[src/include/hvs_pkg.sv]
// Constants and carrier types for the sync processor.
// Assumes a 200 MHz system clock; all counts derive from it.
package hvs_pkg;
	localparam int CLK_MHZ          = 200;
	localparam int CLK_PERIOD_PS    = 5000;
	// Glitch filter: least width 125 ns, rounded up to cycles
	localparam int GLITCH_NS        = 125;
	localparam int GLITCH_CYC       = (GLITCH_NS * 1000 + CLK_PERIOD_PS - 1)
		/ CLK_PERIOD_PS;
	// Vertical period tick of 8 us
	localparam int VTICK_US         = 8;
	localparam int VTICK_CYC        = VTICK_US * CLK_MHZ;
	// Fixed horizontal counting windows, in us
	localparam int WIN0_US          = 16384;
	localparam int WIN1_US          = 32768;
	localparam int WIN0_CYC         = WIN0_US * CLK_MHZ;
	localparam int WIN1_CYC         = WIN1_US * CLK_MHZ;
	// Inserted pulse width 2 us and vertical widening about 9 us
	localparam int INS_US           = 2;
	localparam int INS_CYC          = INS_US * CLK_MHZ;
	localparam int WIDEN_US         = 9;
	localparam int WIDEN_CYC        = WIDEN_US * CLK_MHZ;
	// Counter widths
	localparam int VCNT_W           = 14;
	localparam int HCNT_W           = 12;
	// Reset values of the control bits
	localparam logic RST_INTERVAL_EN_N = 1'b1;
	localparam logic RST_INTERVAL_SEL  = 1'b1;
	localparam logic RST_SEP_COMP      = 1'b1;
	localparam logic RST_INSERT_EN_N   = 1'b1;

	// Software control bits
	typedef struct packed {
		logic sep_comp_sel;           // 1 separate, 0 composite
		logic pulse_insert_enable_n;
		logic interval_mode_enable_n; // 1 count per frame
		logic interval_sel;           // 0 short window, 1 long
		logic horiz_out_polarity;
		logic vert_out_polarity;
		logic horiz_output_enable_n;
		logic vert_output_enable_n;
		logic vert_overflow_clear;    // one-cycle write strobe
		logic horiz_overflow_clear;   // one-cycle write strobe
	} hvs_ctrl_t;

	// Status readback
	typedef struct packed {
		logic [VCNT_W-1:0] vert_period_count;
		logic [HCNT_W-1:0] horiz_pulse_count;
		logic              vert_count_overflow;
		logic              horiz_count_overflow;
		logic              horiz_in_polarity;
		logic              vert_in_polarity;
		logic              horiz_sync_level;
		logic              vert_sync_level;
	} hvs_stat_t;
endpackage

[src/hw/hvs_sync_proc.sv]
// Horizontal and vertical sync processor with counters and separator.
// Assumes sync pins asynchronous; control bits come from a CPU register.
`timescale 1ns/100ps
module hvs_sync_proc
	import hvs_pkg::*;
#(
	parameter int VTICK  = VTICK_CYC,
	parameter int WIN0   = WIN0_CYC,
	parameter int WIN1   = WIN1_CYC,
	parameter int INSW   = INS_CYC,
	parameter int WIDEN  = WIDEN_CYC
)(
	input  wire logic              clock,
	input  wire logic              rst,
	input  wire logic              horiz_sync_in,
	input  wire logic              vert_sync_in,
	input  wire hvs_pkg::hvs_ctrl_t ctrl,
	input  wire logic              port0_pin6_gpio,
	input  wire logic              port0_pin7_gpio,
	output hvs_pkg::hvs_stat_t     stat,
	output logic                   port0_pin6_out,
	output logic                   port0_pin7_out,
	output logic                   horiz_sync_out,
	output logic                   vert_sync_out
);
	import hvs_pkg::*;

	logic h_lvl, h_rise, v_lvl, v_rise;
	logic [VCNT_W-1:0] vcnt_r, vlat_r;
	logic [10:0]       vpre_r;
	logic              vov_r;
	logic [HCNT_W-1:0] hcnt_r, hlat_r;
	logic              hov_r;
	logic [27:0]       win_r;
	logic              win_end;
	logic              hpol_r, vpol_r;
	logic [15:0]       hhigh_r, vhigh_r, hper_cnt_r;
	logic [15:0]       line_r, lcnt_r;
	logic              vsep_r;
	logic [15:0]       comp_low_r;
	logic [15:0]       widen_r;
	logic              vwide;
	logic [15:0]       ins_r;
	logic              ins_pulse;
	logic              h_raw, v_src_d, v_edge, h_edge;
	logic              hsrc, vsrc_sig;

	// Separate filter instance on each pin
	hvs_filter #(.MIN_CYC(GLITCH_CYC)) u_hf
	(
		.clock (clock),
		.rst   (rst),
		.pin   (horiz_sync_in),
		.level (h_lvl),
		.rise  (h_rise)
	);

	hvs_filter #(.MIN_CYC(GLITCH_CYC)) u_vf
	(
		.clock (clock),
		.rst   (rst),
		.pin   (vert_sync_in),
		.level (v_lvl),
		.rise  (v_rise)
	);

	// Polarity: a level held high most of the time is a negative pulse.
	// Compare high time with half of a 65536-cycle sampling period.
	always_ff @(posedge clock)
	begin
		if (rst)
		begin
			hhigh_r    <= 16'h0000;
			vhigh_r    <= 16'h0000;
			hper_cnt_r <= 16'h0000;
			hpol_r     <= 1'b1;
			vpol_r     <= 1'b1;
		end
		else
		begin
			hper_cnt_r <= hper_cnt_r + 16'h0001;
			if (hper_cnt_r == 16'hffff)
			begin
				hpol_r  <= hhigh_r[15] == 1'b0;
				vpol_r  <= vhigh_r[15] == 1'b0;
				hhigh_r <= 16'h0000;
				vhigh_r <= 16'h0000;
			end
			else
			begin
				hhigh_r <= hhigh_r + {15'h0000, h_lvl};
				vhigh_r <= vhigh_r + {15'h0000, v_lvl};
			end
		end
	end

	// Active-high normalised inputs
	assign h_raw = h_lvl ~^ hpol_r;
	assign hsrc  = h_raw;

	// Composite separator: a horizontal-input pulse wider than half a
	// line marks vertical sync; it starts the cycle after its count reaches half a line.
	always_ff @(posedge clock)
	begin
		if (rst)
		begin
			comp_low_r <= 16'h0000;
			vsep_r     <= 1'b0;
		end
		else if (!h_raw)
		begin
			comp_low_r <= 16'h0000;
			vsep_r     <= 1'b0;
		end
		else
		begin
			if (comp_low_r != 16'hffff)
				comp_low_r <= comp_low_r + 16'h0001;
			if (comp_low_r == {1'b0, line_r[15:1]} && line_r != 16'h0000)
				vsep_r <= 1'b1;
		end
	end

	// Vertical source: separate pin or the separator output
	assign vsrc_sig = ctrl.sep_comp_sel ? (v_lvl ~^ vpol_r) : vsep_r;

	always_ff @(posedge clock)
	begin
		if (rst)
			v_src_d <= 1'b0;
		else
			v_src_d <= vsrc_sig;
	end
	assign v_edge = vsrc_sig && !v_src_d;
	// One count per pulse in either polarity; none in composite vertical
	assign h_edge = h_rise && (ctrl.sep_comp_sel || !vsrc_sig);

	// Widen the extracted vertical pulse to guard insertion
	always_ff @(posedge clock)
	begin
		if (rst)
			widen_r <= 16'h0000;
		else if (vsrc_sig)
			widen_r <= 16'(WIDEN);
		else if (widen_r != 16'h0000)
			widen_r <= widen_r - 16'h0001;
	end
	assign vwide = vsrc_sig || (!ctrl.sep_comp_sel && widen_r != 16'h0000);

	// Line interval measured between real pulses outside vertical sync
	always_ff @(posedge clock)
	begin
		if (rst)
		begin
			lcnt_r <= 16'h0000;
			line_r <= 16'h0000;
		end
		else if (h_rise && !vwide)
		begin
			line_r <= lcnt_r + 16'h0001;
			lcnt_r <= 16'h0000;
		end
		else if (lcnt_r != 16'hffff)
			lcnt_r <= lcnt_r + 16'h0001;
	end

	// Insertion timer: restarts from each last real or inserted pulse,
	// clocked at 5 ns so phase error is one cycle, under 125 ns.
	always_ff @(posedge clock)
	begin
		if (rst)
			ins_r <= 16'h0000;
		else if (!vwide || ctrl.pulse_insert_enable_n)
			ins_r <= lcnt_r + 16'h0001;
		else if (ins_r + 16'h0001 >= line_r)
			ins_r <= 16'h0000;
		else
			ins_r <= ins_r + 16'h0001;
	end
	assign ins_pulse = vwide && !ctrl.pulse_insert_enable_n
		&& !ctrl.sep_comp_sel && line_r != 16'h0000
		&& ins_r < 16'(INSW);

	// Vertical period counter with 8 us prescaler
	always_ff @(posedge clock)
	begin
		if (rst)
		begin
			vpre_r <= 11'h000;
			vcnt_r <= '0;
			vlat_r <= '0;
		end
		else if (v_edge)
		begin
			vlat_r <= vcnt_r;
			vcnt_r <= '0;
			vpre_r <= 11'h000;
		end
		else if (vpre_r == 11'(VTICK - 1))
		begin
			vpre_r <= 11'h000;
			vcnt_r <= vcnt_r + VCNT_W'(1);
		end
		else
			vpre_r <= vpre_r + 11'h001;
	end

	// Sticky vertical overflow; a set in the clear cycle wins
	always_ff @(posedge clock)
	begin
		if (rst)
			vov_r <= 1'b0;
		else if (vpre_r == 11'(VTICK - 1) && &vcnt_r && !v_edge)
			vov_r <= 1'b1;
		else if (ctrl.vert_overflow_clear)
			vov_r <= 1'b0;
	end

	// Window prescaler for fixed-interval horizontal counting
	always_ff @(posedge clock)
	begin
		if (rst || ctrl.interval_mode_enable_n)
			win_r <= 28'h0000000;
		else if (win_end)
			win_r <= 28'h0000000;
		else
			win_r <= win_r + 28'h0000001;
	end
	assign win_end = !ctrl.interval_mode_enable_n && (ctrl.interval_sel
		? win_r == 28'(WIN1 - 1) : win_r == 28'(WIN0 - 1));

	// Horizontal counter and latch; overflow clear never touches hcnt_r
	always_ff @(posedge clock)
	begin
		if (rst)
		begin
			hcnt_r <= '0;
			hlat_r <= '0;
		end
		else if (ctrl.interval_mode_enable_n ? v_edge : win_end)
		begin
			hlat_r <= hcnt_r;
			hcnt_r <= h_edge ? HCNT_W'(1) : '0;
		end
		else if (h_edge && !(&hcnt_r))
			hcnt_r <= hcnt_r + HCNT_W'(1);
	end

	// Sticky horizontal overflow
	always_ff @(posedge clock)
	begin
		if (rst)
			hov_r <= 1'b0;
		else if (h_edge && &hcnt_r)
			hov_r <= 1'b1;
		else if (ctrl.horiz_overflow_clear)
			hov_r <= 1'b0;
	end

	// Outputs: separate passes combinationally, composite adds the synchroniser and glitch-filter delay
	always_comb
	begin
		if (ctrl.sep_comp_sel)
		begin
			vert_sync_out  = vert_sync_in ~^ (vpol_r ~^ ctrl.vert_out_polarity);
			horiz_sync_out = horiz_sync_in ~^
				(hpol_r ~^ ctrl.horiz_out_polarity);
		end
		else
		begin
			vert_sync_out  = vwide ~^ ctrl.vert_out_polarity;
			horiz_sync_out = ((hsrc && !vsrc_sig) || ins_pulse)
				~^ ctrl.horiz_out_polarity;
		end
	end

	// Shared pins: enable low selects sync output
	assign port0_pin6_out = ctrl.vert_output_enable_n
		? port0_pin6_gpio : vert_sync_out;
	assign port0_pin7_out = ctrl.horiz_output_enable_n
		? port0_pin7_gpio : horiz_sync_out;

	// Status readback
	always_comb
	begin
		stat.vert_period_count    = vlat_r;
		stat.horiz_pulse_count    = hlat_r;
		stat.vert_count_overflow  = vov_r;
		stat.horiz_count_overflow = hov_r;
		stat.horiz_in_polarity    = hpol_r;
		stat.vert_in_polarity     = vpol_r;
		stat.horiz_sync_level     = h_lvl;
		stat.vert_sync_level      = v_lvl;
	end

	// Assertions
	property p_vlatch;
		@(posedge clock) disable iff (rst)
		v_edge |=> vlat_r == $past(vcnt_r);
	endproperty
	a_vlatch: assert property (p_vlatch) else $error("vlatch");

	property p_vov_sticky;
		@(posedge clock) disable iff (rst)
		vov_r && !ctrl.vert_overflow_clear |=> vov_r;
	endproperty
	a_vov_sticky: assert property (p_vov_sticky) else $error("vov");

	property p_hov_sticky;
		@(posedge clock) disable iff (rst)
		hov_r && !ctrl.horiz_overflow_clear |=> hov_r;
	endproperty
	a_hov_sticky: assert property (p_hov_sticky) else $error("hov");

	property p_hclr_keeps;
		@(posedge clock) disable iff (rst)
		ctrl.horiz_overflow_clear && !h_edge && !v_edge && !win_end
		|=> hcnt_r == $past(hcnt_r);
	endproperty
	a_hclr_keeps: assert property (p_hclr_keeps)
		else $error("hcnt reset by clear");

	property p_hlatch;
		@(posedge clock) disable iff (rst)
		ctrl.interval_mode_enable_n && v_edge |=> hlat_r == $past(hcnt_r);
	endproperty
	a_hlatch: assert property (p_hlatch) else $error("hlatch");

	property p_win;
		@(posedge clock) disable iff (rst)
		win_end |=> win_r == 28'h0000000;
	endproperty
	a_win: assert property (p_win) else $error("window");

	property p_pin6;
		@(posedge clock) disable iff (rst)
		!ctrl.vert_output_enable_n |-> port0_pin6_out == vert_sync_out;
	endproperty
	a_pin6: assert property (p_pin6) else $error("pin6 mux");

	property p_stat;
		@(posedge clock) disable iff (rst)
		stat.horiz_sync_level == h_lvl && stat.vert_sync_level == v_lvl;
	endproperty
	a_stat: assert property (p_stat) else $error("levels");

	c_vedge: cover property (@(posedge clock) disable iff (rst) v_edge);
	c_vov:   cover property (@(posedge clock) disable iff (rst) $rose(vov_r));
	c_ins:   cover property (@(posedge clock) disable iff (rst) ins_pulse);
	c_win:   cover property (@(posedge clock) disable iff (rst) win_end);
endmodule

[src/hw/hvs_filter.sv]
// Pin synchroniser and glitch filter for one sync input.
// Assumes the pin is asynchronous to clock.
`timescale 1ns/100ps
module hvs_filter
	import hvs_pkg::*;
#(
	parameter int MIN_CYC = GLITCH_CYC
)(
	input  wire logic clock,
	input  wire logic rst,
	input  wire logic pin,
	output logic      level,
	output logic      rise
);
	logic [2:0] sync_r;
	logic [7:0] run_r;
	logic       level_r;
	logic       primed_r;

	// Three-stage synchroniser; first stage feeds only the second
	always_ff @(posedge clock)
	begin
		if (rst)
			sync_r <= 3'h0;
		else
			sync_r <= {sync_r[1:0], pin};
	end

	// Level changes only after a stable run of MIN_CYC cycles.
	// The first run after reset only adopts the idle level, so a pin
	// idling high gives no false edge.
	always_ff @(posedge clock)
	begin
		if (rst)
		begin
			run_r    <= 8'h00;
			level_r  <= 1'b0;
			primed_r <= 1'b0;
		end
		else if (sync_r[2] != sync_r[1]
			|| (primed_r && sync_r[2] == level_r))
			run_r <= 8'h00;
		else if (run_r == 8'(MIN_CYC - 1))
		begin
			level_r  <= sync_r[2];
			primed_r <= 1'b1;
			run_r    <= 8'h00;
		end
		else
			run_r <= run_r + 8'h01;
	end

	assign level = level_r;
	assign rise  = primed_r && (run_r == 8'(MIN_CYC - 1)) && sync_r[2]
		&& !level_r && sync_r[2] == sync_r[1];
endmodule

[config.mk]
export PLATFORM = sky130hd
export DESIGN_NAME = hvs_sync_proc
export DESIGN_NICKNAME = d
export VERILOG_FILES = /design/src/include/hvs_pkg.sv /design/src/hw/hvs_sync_proc.sv /design/src/hw/hvs_filter.sv
export SDC_FILE = /design/constraint.sdc
export NUM_CORES = 1
export LEC_CHECK = 0
export BUFFER_PORTS_ARGS = -buffer_cell sky130_fd_sc_hd__buf_2
export CAP_MARGIN = 20
export CORE_UTILIZATION = 50
export CTS_BUF_LIST = sky130_fd_sc_hd__clkbuf_4
export CTS_CLUSTER_DIAMETER = 120
export DETAILED_ROUTE_END_ITERATION = 8
export PLACE_DENSITY = 0.69
export REMOVE_ABC_BUFFERS = 1
export SYNTH_ARGS = -nofsm -noshare
export SYNTH_HDL_FRONTEND = slang
export SYNTH_SLANG_ARGS = --single-unit
[constraint.sdc]
create_clock -name clock -period 8.85 [get_ports clock]
set_clock_uncertainty 0.15 [all_clocks]
set_input_delay 1.77 -clock clock [delete_from_list [all_inputs] [get_ports clock]]
set_output_delay 1.77 -clock clock [all_outputs]
set_load 0.03 [all_outputs]
==> impl_metrics.tcl, run 1 <==
set metrics [dict create \
    cts-htree-levels 3 \
    max_clock_freq_ghz 0.1906 \
    post_cts_buffers 0 \
    finalHoldViolCount 0 \
    cap_viol_max_count 0 \
    die_y_um 152.1 \
    critPathLaunch "ctrl[9]" \
    synth_edf_count 0 \
    timing_max_transition_violations_final 0 \
    worstPathArrival_ps 3330 \
    cts_tree "done" \
    ys_seq_area_share_pct 44.58 \
    clk_pin_slew_ps 60 \
    grt_pass1_wl_mm 38.19 \
    syn-cell-area_um2 11270 \
    rows 54 \
    area_growth_pct 11.09 \
    cp_max_fo 11 \
    grt_setup_unrepaired "no" \
    ys_async_sr_fraction_pct 0 \
    place_congestion 0.8482 \
    crit_path_end_kind "output pin" \
    drive_gt1_share_pct 13.25 \
    hold_path_class "reg -> reg" \
    grt-ovfl-total 0 \
    crit_path_start_kind "input pin" \
    avgSynthCellArea_um2 8.819 \
    grt_pass1_vias 8512 \
    pin_count 52 \
    yosys_warnings 0 \
    design_area_um2 12520 \
    grt_max_degree 54 \
    ctsHoldBuffers 0 \
    dr.pass1.iters 7 \
    root_buffer "clkbuf_4" \
    final_cell_mix "dfxtp_1 (251), nor2_1 (204), xor2_1 (103)" \
    worst_slew_pin_slew_ps 1033 \
    period_minus_slack_ps 5248 \
    cellPowerDensity_nw_per_um2 201.2 \
    vias 8751 \
    worstSetupPathType "in -> out" \
    synthCells 1278 \
    final_common_cell "dfxtp_1" \
    rr_startpoint "ins_r[2]$_SDFF_PP0_" \
    ctsResizeCount 0 \
    run_status "complete, but fails checks" \
    clk_latency_ps 660 \
    n_fill_cell 1974 \
    design_power_total_mw 2.519 \
    synth_ff_type "dfxtp_1" \
    routed_wl_mm 21.88 \
    wire_per_inst_um 12.98 \
    die_x_um 152.1 \
    cts_made_buffers 69 \
    power_leakage_nw 4.946 \
    dp.final_hpwl_mm 15.02 \
    die_area_um2 23150 \
    cts_sinks 251 \
    synth_top_area_share_pct 44.58 \
    port_buffers 51 \
    vias_per_cell 5.190 \
    vdd_drop_max_uv 104.0 \
    violations "DRC" \
    cp.required_ps 6930 \
    holdWs_ps 294.6 \
    yosysTopAreaCell "dfxtp_1" \
    synth.area.top_cells "dfxtp_1 (45%), xor2_1 (8.0%), nor2_1 (6.8%), xnor2_1 (5.7%), ha_1 (3.8%)" \
    initial_core_util_pct 51.33 \
    hp-start "hper_cnt_r[0]$_SDFF_PP0_" \
    max-slew-margin-rel_pct 31.11 \
    dr.first_iter.drc_count 424 \
    ys_seq_elements 251 \
    antenna_found_initial 2 \
    placed_cell_area_um2 11650 \
    drc 4 \
    final_nets 1407 \
    clk_path_buf_depth 3 \
    ant_nets 0 \
    setup_viol 0 \
    grt_util_all_layers_pct 19.48 \
    ff2ff_setup_slack_ps 5400 \
    fin_setup_tns_ps 0 \
    fp.coreArea_um2 21960 \
    ys_types 60 \
    post-route-period-util_pct 59.30 \
]
routing by layer:
| metal | GRT usage, % | part of all wire (%) | vias to the layer above |
|---|---|---|---|
| met3 | 4.750 | 3.8 | 27 |
| met5 | 0 | 0 | - |
| met4 | 7.143 | 1.4 | 0 |
| li1 | - | - | 4563 |
| met2 | 31.27 | 45 | 108 |
| met1 | 25.40 | 50 | 4053 |
final timing paths:
| path | cells after the start | to |
|---|---|---|
| max | 7 | port0_pin7_out |
| min | 1 | hper_cnt_r[0]$_SDFF_PP0_ |
| max reg2reg | 14 | ins_r[4]$_SDFF_PP0_ |
| min reg2reg | 1 | hper_cnt_r[0]$_SDFF_PP0_ |
report_power, final:
group / internal, mW / switching, mW / leakage, nW
Clock: 0.556 / 0.472 / 0.506
Combinational: 0.122 / 0.167 / 2.41
Sequential: 1.17 / 0.0334 / 2.03
cells in the mapped netlist (2+ instances only):
master and n:
a211oi_1 3, clkbuf_1 25, xor2_1 103, dfxtp_1 251, nand3b_1 3, nand2b_1 9, nand3_1 68, a21o_1 4
o22ai_1 23, o21a_1 3, or3_1 19, a21oi_1 55, o22ai_2 10, nand4_1 35, nor2b_1 17, buf_2 9
nor3_1 16, buf_6 2, buf_4 10, nor4b_1 3, nor4_1 14, and3_1 31, and4_1 16, mux2i_1 16
nand4b_1 4, and2_1 12, a21oi_2 3, o21ai_0 19, nor2_1 204, inv_1 52, or2_2 7, a41oi_1 3
ha_1 34, nand2_1 92, a31oi_1 5, mux2_2 2, xnor2_1 73
state kept, by name, indices dropped and copies added (netlist names), 3 cells and up:
signal,flops
comp_low_r,16
hcnt_r,12
hhigh_r,16
hlat_r,12
hper_cnt_r,16
ins_r,16
lcnt_r,16
line_r,16
u_hf.run_r,8
u_hf.sync_r,3
u_vf.run_r,8
u_vf.sync_r,3
vcnt_r,14
vhigh_r,16
vlat_r,14
vpre_r,11
widen_r,16
win_r,28
worst max-delay path, cell delays in order:
cell      delay (ps)
buf_2            190
nor4_1           310
o2111a_1         220
nand3_1          120
mux2_2           310
o31ai_1          180
buf_2            230
metrics by stage:
stage,instances,util [%],worst slack [ps]
after floorplan,1231,-,3596
after global placement,1566,53.08,3662
after detailed placement,1566,53.08,3605
after CTS,1684,57.00,3597
after global routing,1686,57.02,3455
final,1686,57.02,3602
final cells by class:
type / count / area, um^2 / area share (%)
multi-input combinational: 928 / 5799 / 46.32
inverter: 52 / 195.2 / 1.559
tap: 280 / 350.3 / 2.798
clock buffer: 95 / 713.2 / 5.696
antenna: 2 / 5.005 / 0.03997
clock inverter: 23 / 147.6 / 1.179
timing repair buffer: 55 / 285.3 / 2.278
sequential: 251 / 5025 / 40.13
cells by family (layout without fill, tap and decap cells):
family | Yosys count | after routing | share of synthesized area [%]
muxes | 18 | 18 | 1.621
AOI/OAI and AO/OA | 139 | 139 | 7.926
adders and majority gates | 34 | 34 | 3.774
other | 0 | 2 | 0
buffers and inverters | 99 | 225 | 3.963
DFF | 251 | 251 | 44.58
xor gates and xnor gates | 176 | 176 | 13.68
and+or+nand+nor | 561 | 561 | 24.46
No activity file was read; power rests on OpenSTA's default activity.
==> inputs of run 2 (changes only) <==
- PLACE_DENSITY: 0.69 -> 0.72
- clock period: 8.85 -> 4.4 ns (I/O delays scaled with it)
==> run 2 against run 1 <==
The flow still finishes with violations (DRC). Power rose by 100%. Cell area grew 0.12%. Non-clock buffer count rose by 3. Core utilization up 0.068 points. Register-to-register slack lost 4300 ps. Flip-flop and latch count stayed put. Die area is the same. Worst setup slack got worse by 3200 ps. Cell count down 0.12%. Hold slack worse by 6.3 ps. Clock-buffer cell count increased by 2. Sequential power is 100% higher.
==> impl_metrics.tcl, run 2 (synthesis results as in run 1) <==
set metrics [dict create \
    hp-start "u_hf.sync_r[0]$_SDFF_PP0_" \
    max-slew-margin-rel_pct 28.50 \
    dr.first_iter.drc_count 383 \
    multi_input_comb_area_um2 5799 \
    die_area_um2 23150 \
    routed_wl_mm 21.58 \
    worst_slew_pin_slew_ps 1072 \
    cap_viol_max_count 0 \
    clk_latency_ps 650 \
    clk_path_buf_depth 3 \
    rows 54 \
    holdWs_ps 288.2 \
    cts_tree "done" \
    largest_register "win_r" \
    violations "DRC" \
    area_growth_pct 11.22 \
    ctsHoldBuffers 0 \
    die_y_um 152.1 \
    vias_per_cell 5.183 \
    layout.cells.non_filler 1684 \
    cts-htree-levels 3 \
    final_nets 1409 \
    fp.coreArea_um2 21960 \
    grt_max_degree 36 \
    cellPowerDensity_nw_per_um2 401.8 \
    setup_viol 0 \
    ff2ff_setup_slack_ps 1080 \
    hold_path_class "reg -> reg" \
    wire_per_inst_um 12.82 \
    pin_count 52 \
    whs_path_depth 1 \
    path_cells "inv_1 > ha_1 > or3b_2 > nor4_1 > nand3_1 > nand3_1 > mux2_2 > o31ai_1 > buf_2" \
    post_cts_buffers 0 \
    worstSetupPathType "reg -> out" \
    worstPathArrival_ps 3010 \
    grt_util_all_layers_pct 18.78 \
    final_util_pct 57.09 \
    cts_sinks 251 \
    dr.pass1.iters 6 \
    min_to "u_hf.sync_r[1]$_SDFF_PP0_" \
    ctsResizeCount 0 \
    rr_startpoint "ins_r[2]$_SDFF_PP0_" \
    vdd_drop_max_uv 196.2 \
    max_clock_freq_ghz 0.2478 \
    place_inst 1569 \
    fin_setup_tns_ps 0 \
    timing_max_transition_violations_final 0 \
    ant_nets 0 \
    n_fill_cell 1972 \
    crit_path_end_kind "output pin" \
    crit_path_start_kind "flop" \
    post-route-period-util_pct 91.72 \
    power_leakage_nw 4.964 \
    place_congestion 0.8628 \
    root_buffer "clkbuf_4" \
    crit_top_cell "nand3_1" \
    grt_pass1_wl_mm 36.98 \
    cpPeakStageDelay_ps 450 \
    grt_setup_unrepaired "no" \
    clk_pin_slew_ps 60 \
    run_status "complete, but fails checks" \
    rr_worst_depth 14 \
    grt-ovfl-total 0 \
    antenna_found_initial 2 \
    dp.final_hpwl_mm 15.06 \
    port_buffers 51 \
    grt_pass1_vias 8384 \
    period_minus_slack_ps 4036 \
    crit_slowest_cell "or3b_2" \
    initial_core_util_pct 51.33 \
    critPathLaunch "widen_r[0]$_SDFFE_PP0P_" \
    largest_reg_flops 28 \
    drc 7 \
    r2r_end "ins_r[15]$_SDFF_PP0_" \
    drive_gt1_share_pct 13.54 \
    die_x_um 152.1 \
    cts_made_buffers 68 \
    cp.required_ps 3370 \
    seq_area_um2 5025 \
    finalHoldViolCount 0 \
    design_power_total_mw 5.037 \
    final_common_cell "dfxtp_1" \
    cp_max_fo 3 \
    final_cell_mix "dfxtp_1 (251), nor2_1 (204), xor2_1 (103)" \
    vias 8729 \
]
-- run 2: worst max path at each step --
stage	endpoint	slack (ps)	depth (start not counted)
after floorplan	port0_pin7_out	810	8
after global placement	port0_pin7_out	1020	7
after detailed placement	port0_pin7_out	1000	7
after CTS	port0_pin7_out	310	9
after global routing	port0_pin7_out	130	9
final	port0_pin7_out	360	9
-- run 2: stage by stage --
step	area [um^2]	worst slack (ps)
after global routing	12540	126.1
after detailed placement	11680	1002
final	12540	364.1
after CTS	12530	312.5
after floorplan	11020	813.3
after global placement	11680	1017
-- run 2: layout make-up --
type | instances | share of cell area [%]
sequential | 251 | 40.08
antenna | 1 | 0.01996
clock inverter | 17 | 1.018
clock buffer | 97 | 5.809
inverter | 52 | 1.557
multi-input combinational | 928 | 46.26
tap | 280 | 2.795
timing repair buffer | 58 | 2.455
-- run 2: worst max-delay path: cells and delay by family (launching register included) --
| family | cells | cell delay [ps] |
|---|---|---|
| AO/OA/AOI/OAI | 1 | 180 |
| adder cells (fa/ha/maj) | 1 | 150 |
| buffers and inverters | 2 | 340 |
| flip-flops | 1 | 320 |
| multiplexers | 1 | 360 |
| AND/OR/NAND/NOR | 4 | 1020 |
-- run 2: per-layer routing --
layer	part of all wire [%]	GRT usage, %
met5	0.051	0
met4	2.3	7.677
met3	4.2	4.636
met2	46	31.05
met1	47	23.42
-- run 2: power breakdown --
part | switching [mW] | internal, mW | leakage (nW)
sequential | 0.0675 | 2.35 | 2.03
clock | 0.913 | 1.13 | 0.511
combinational | 0.331 | 0.246 | 2.42
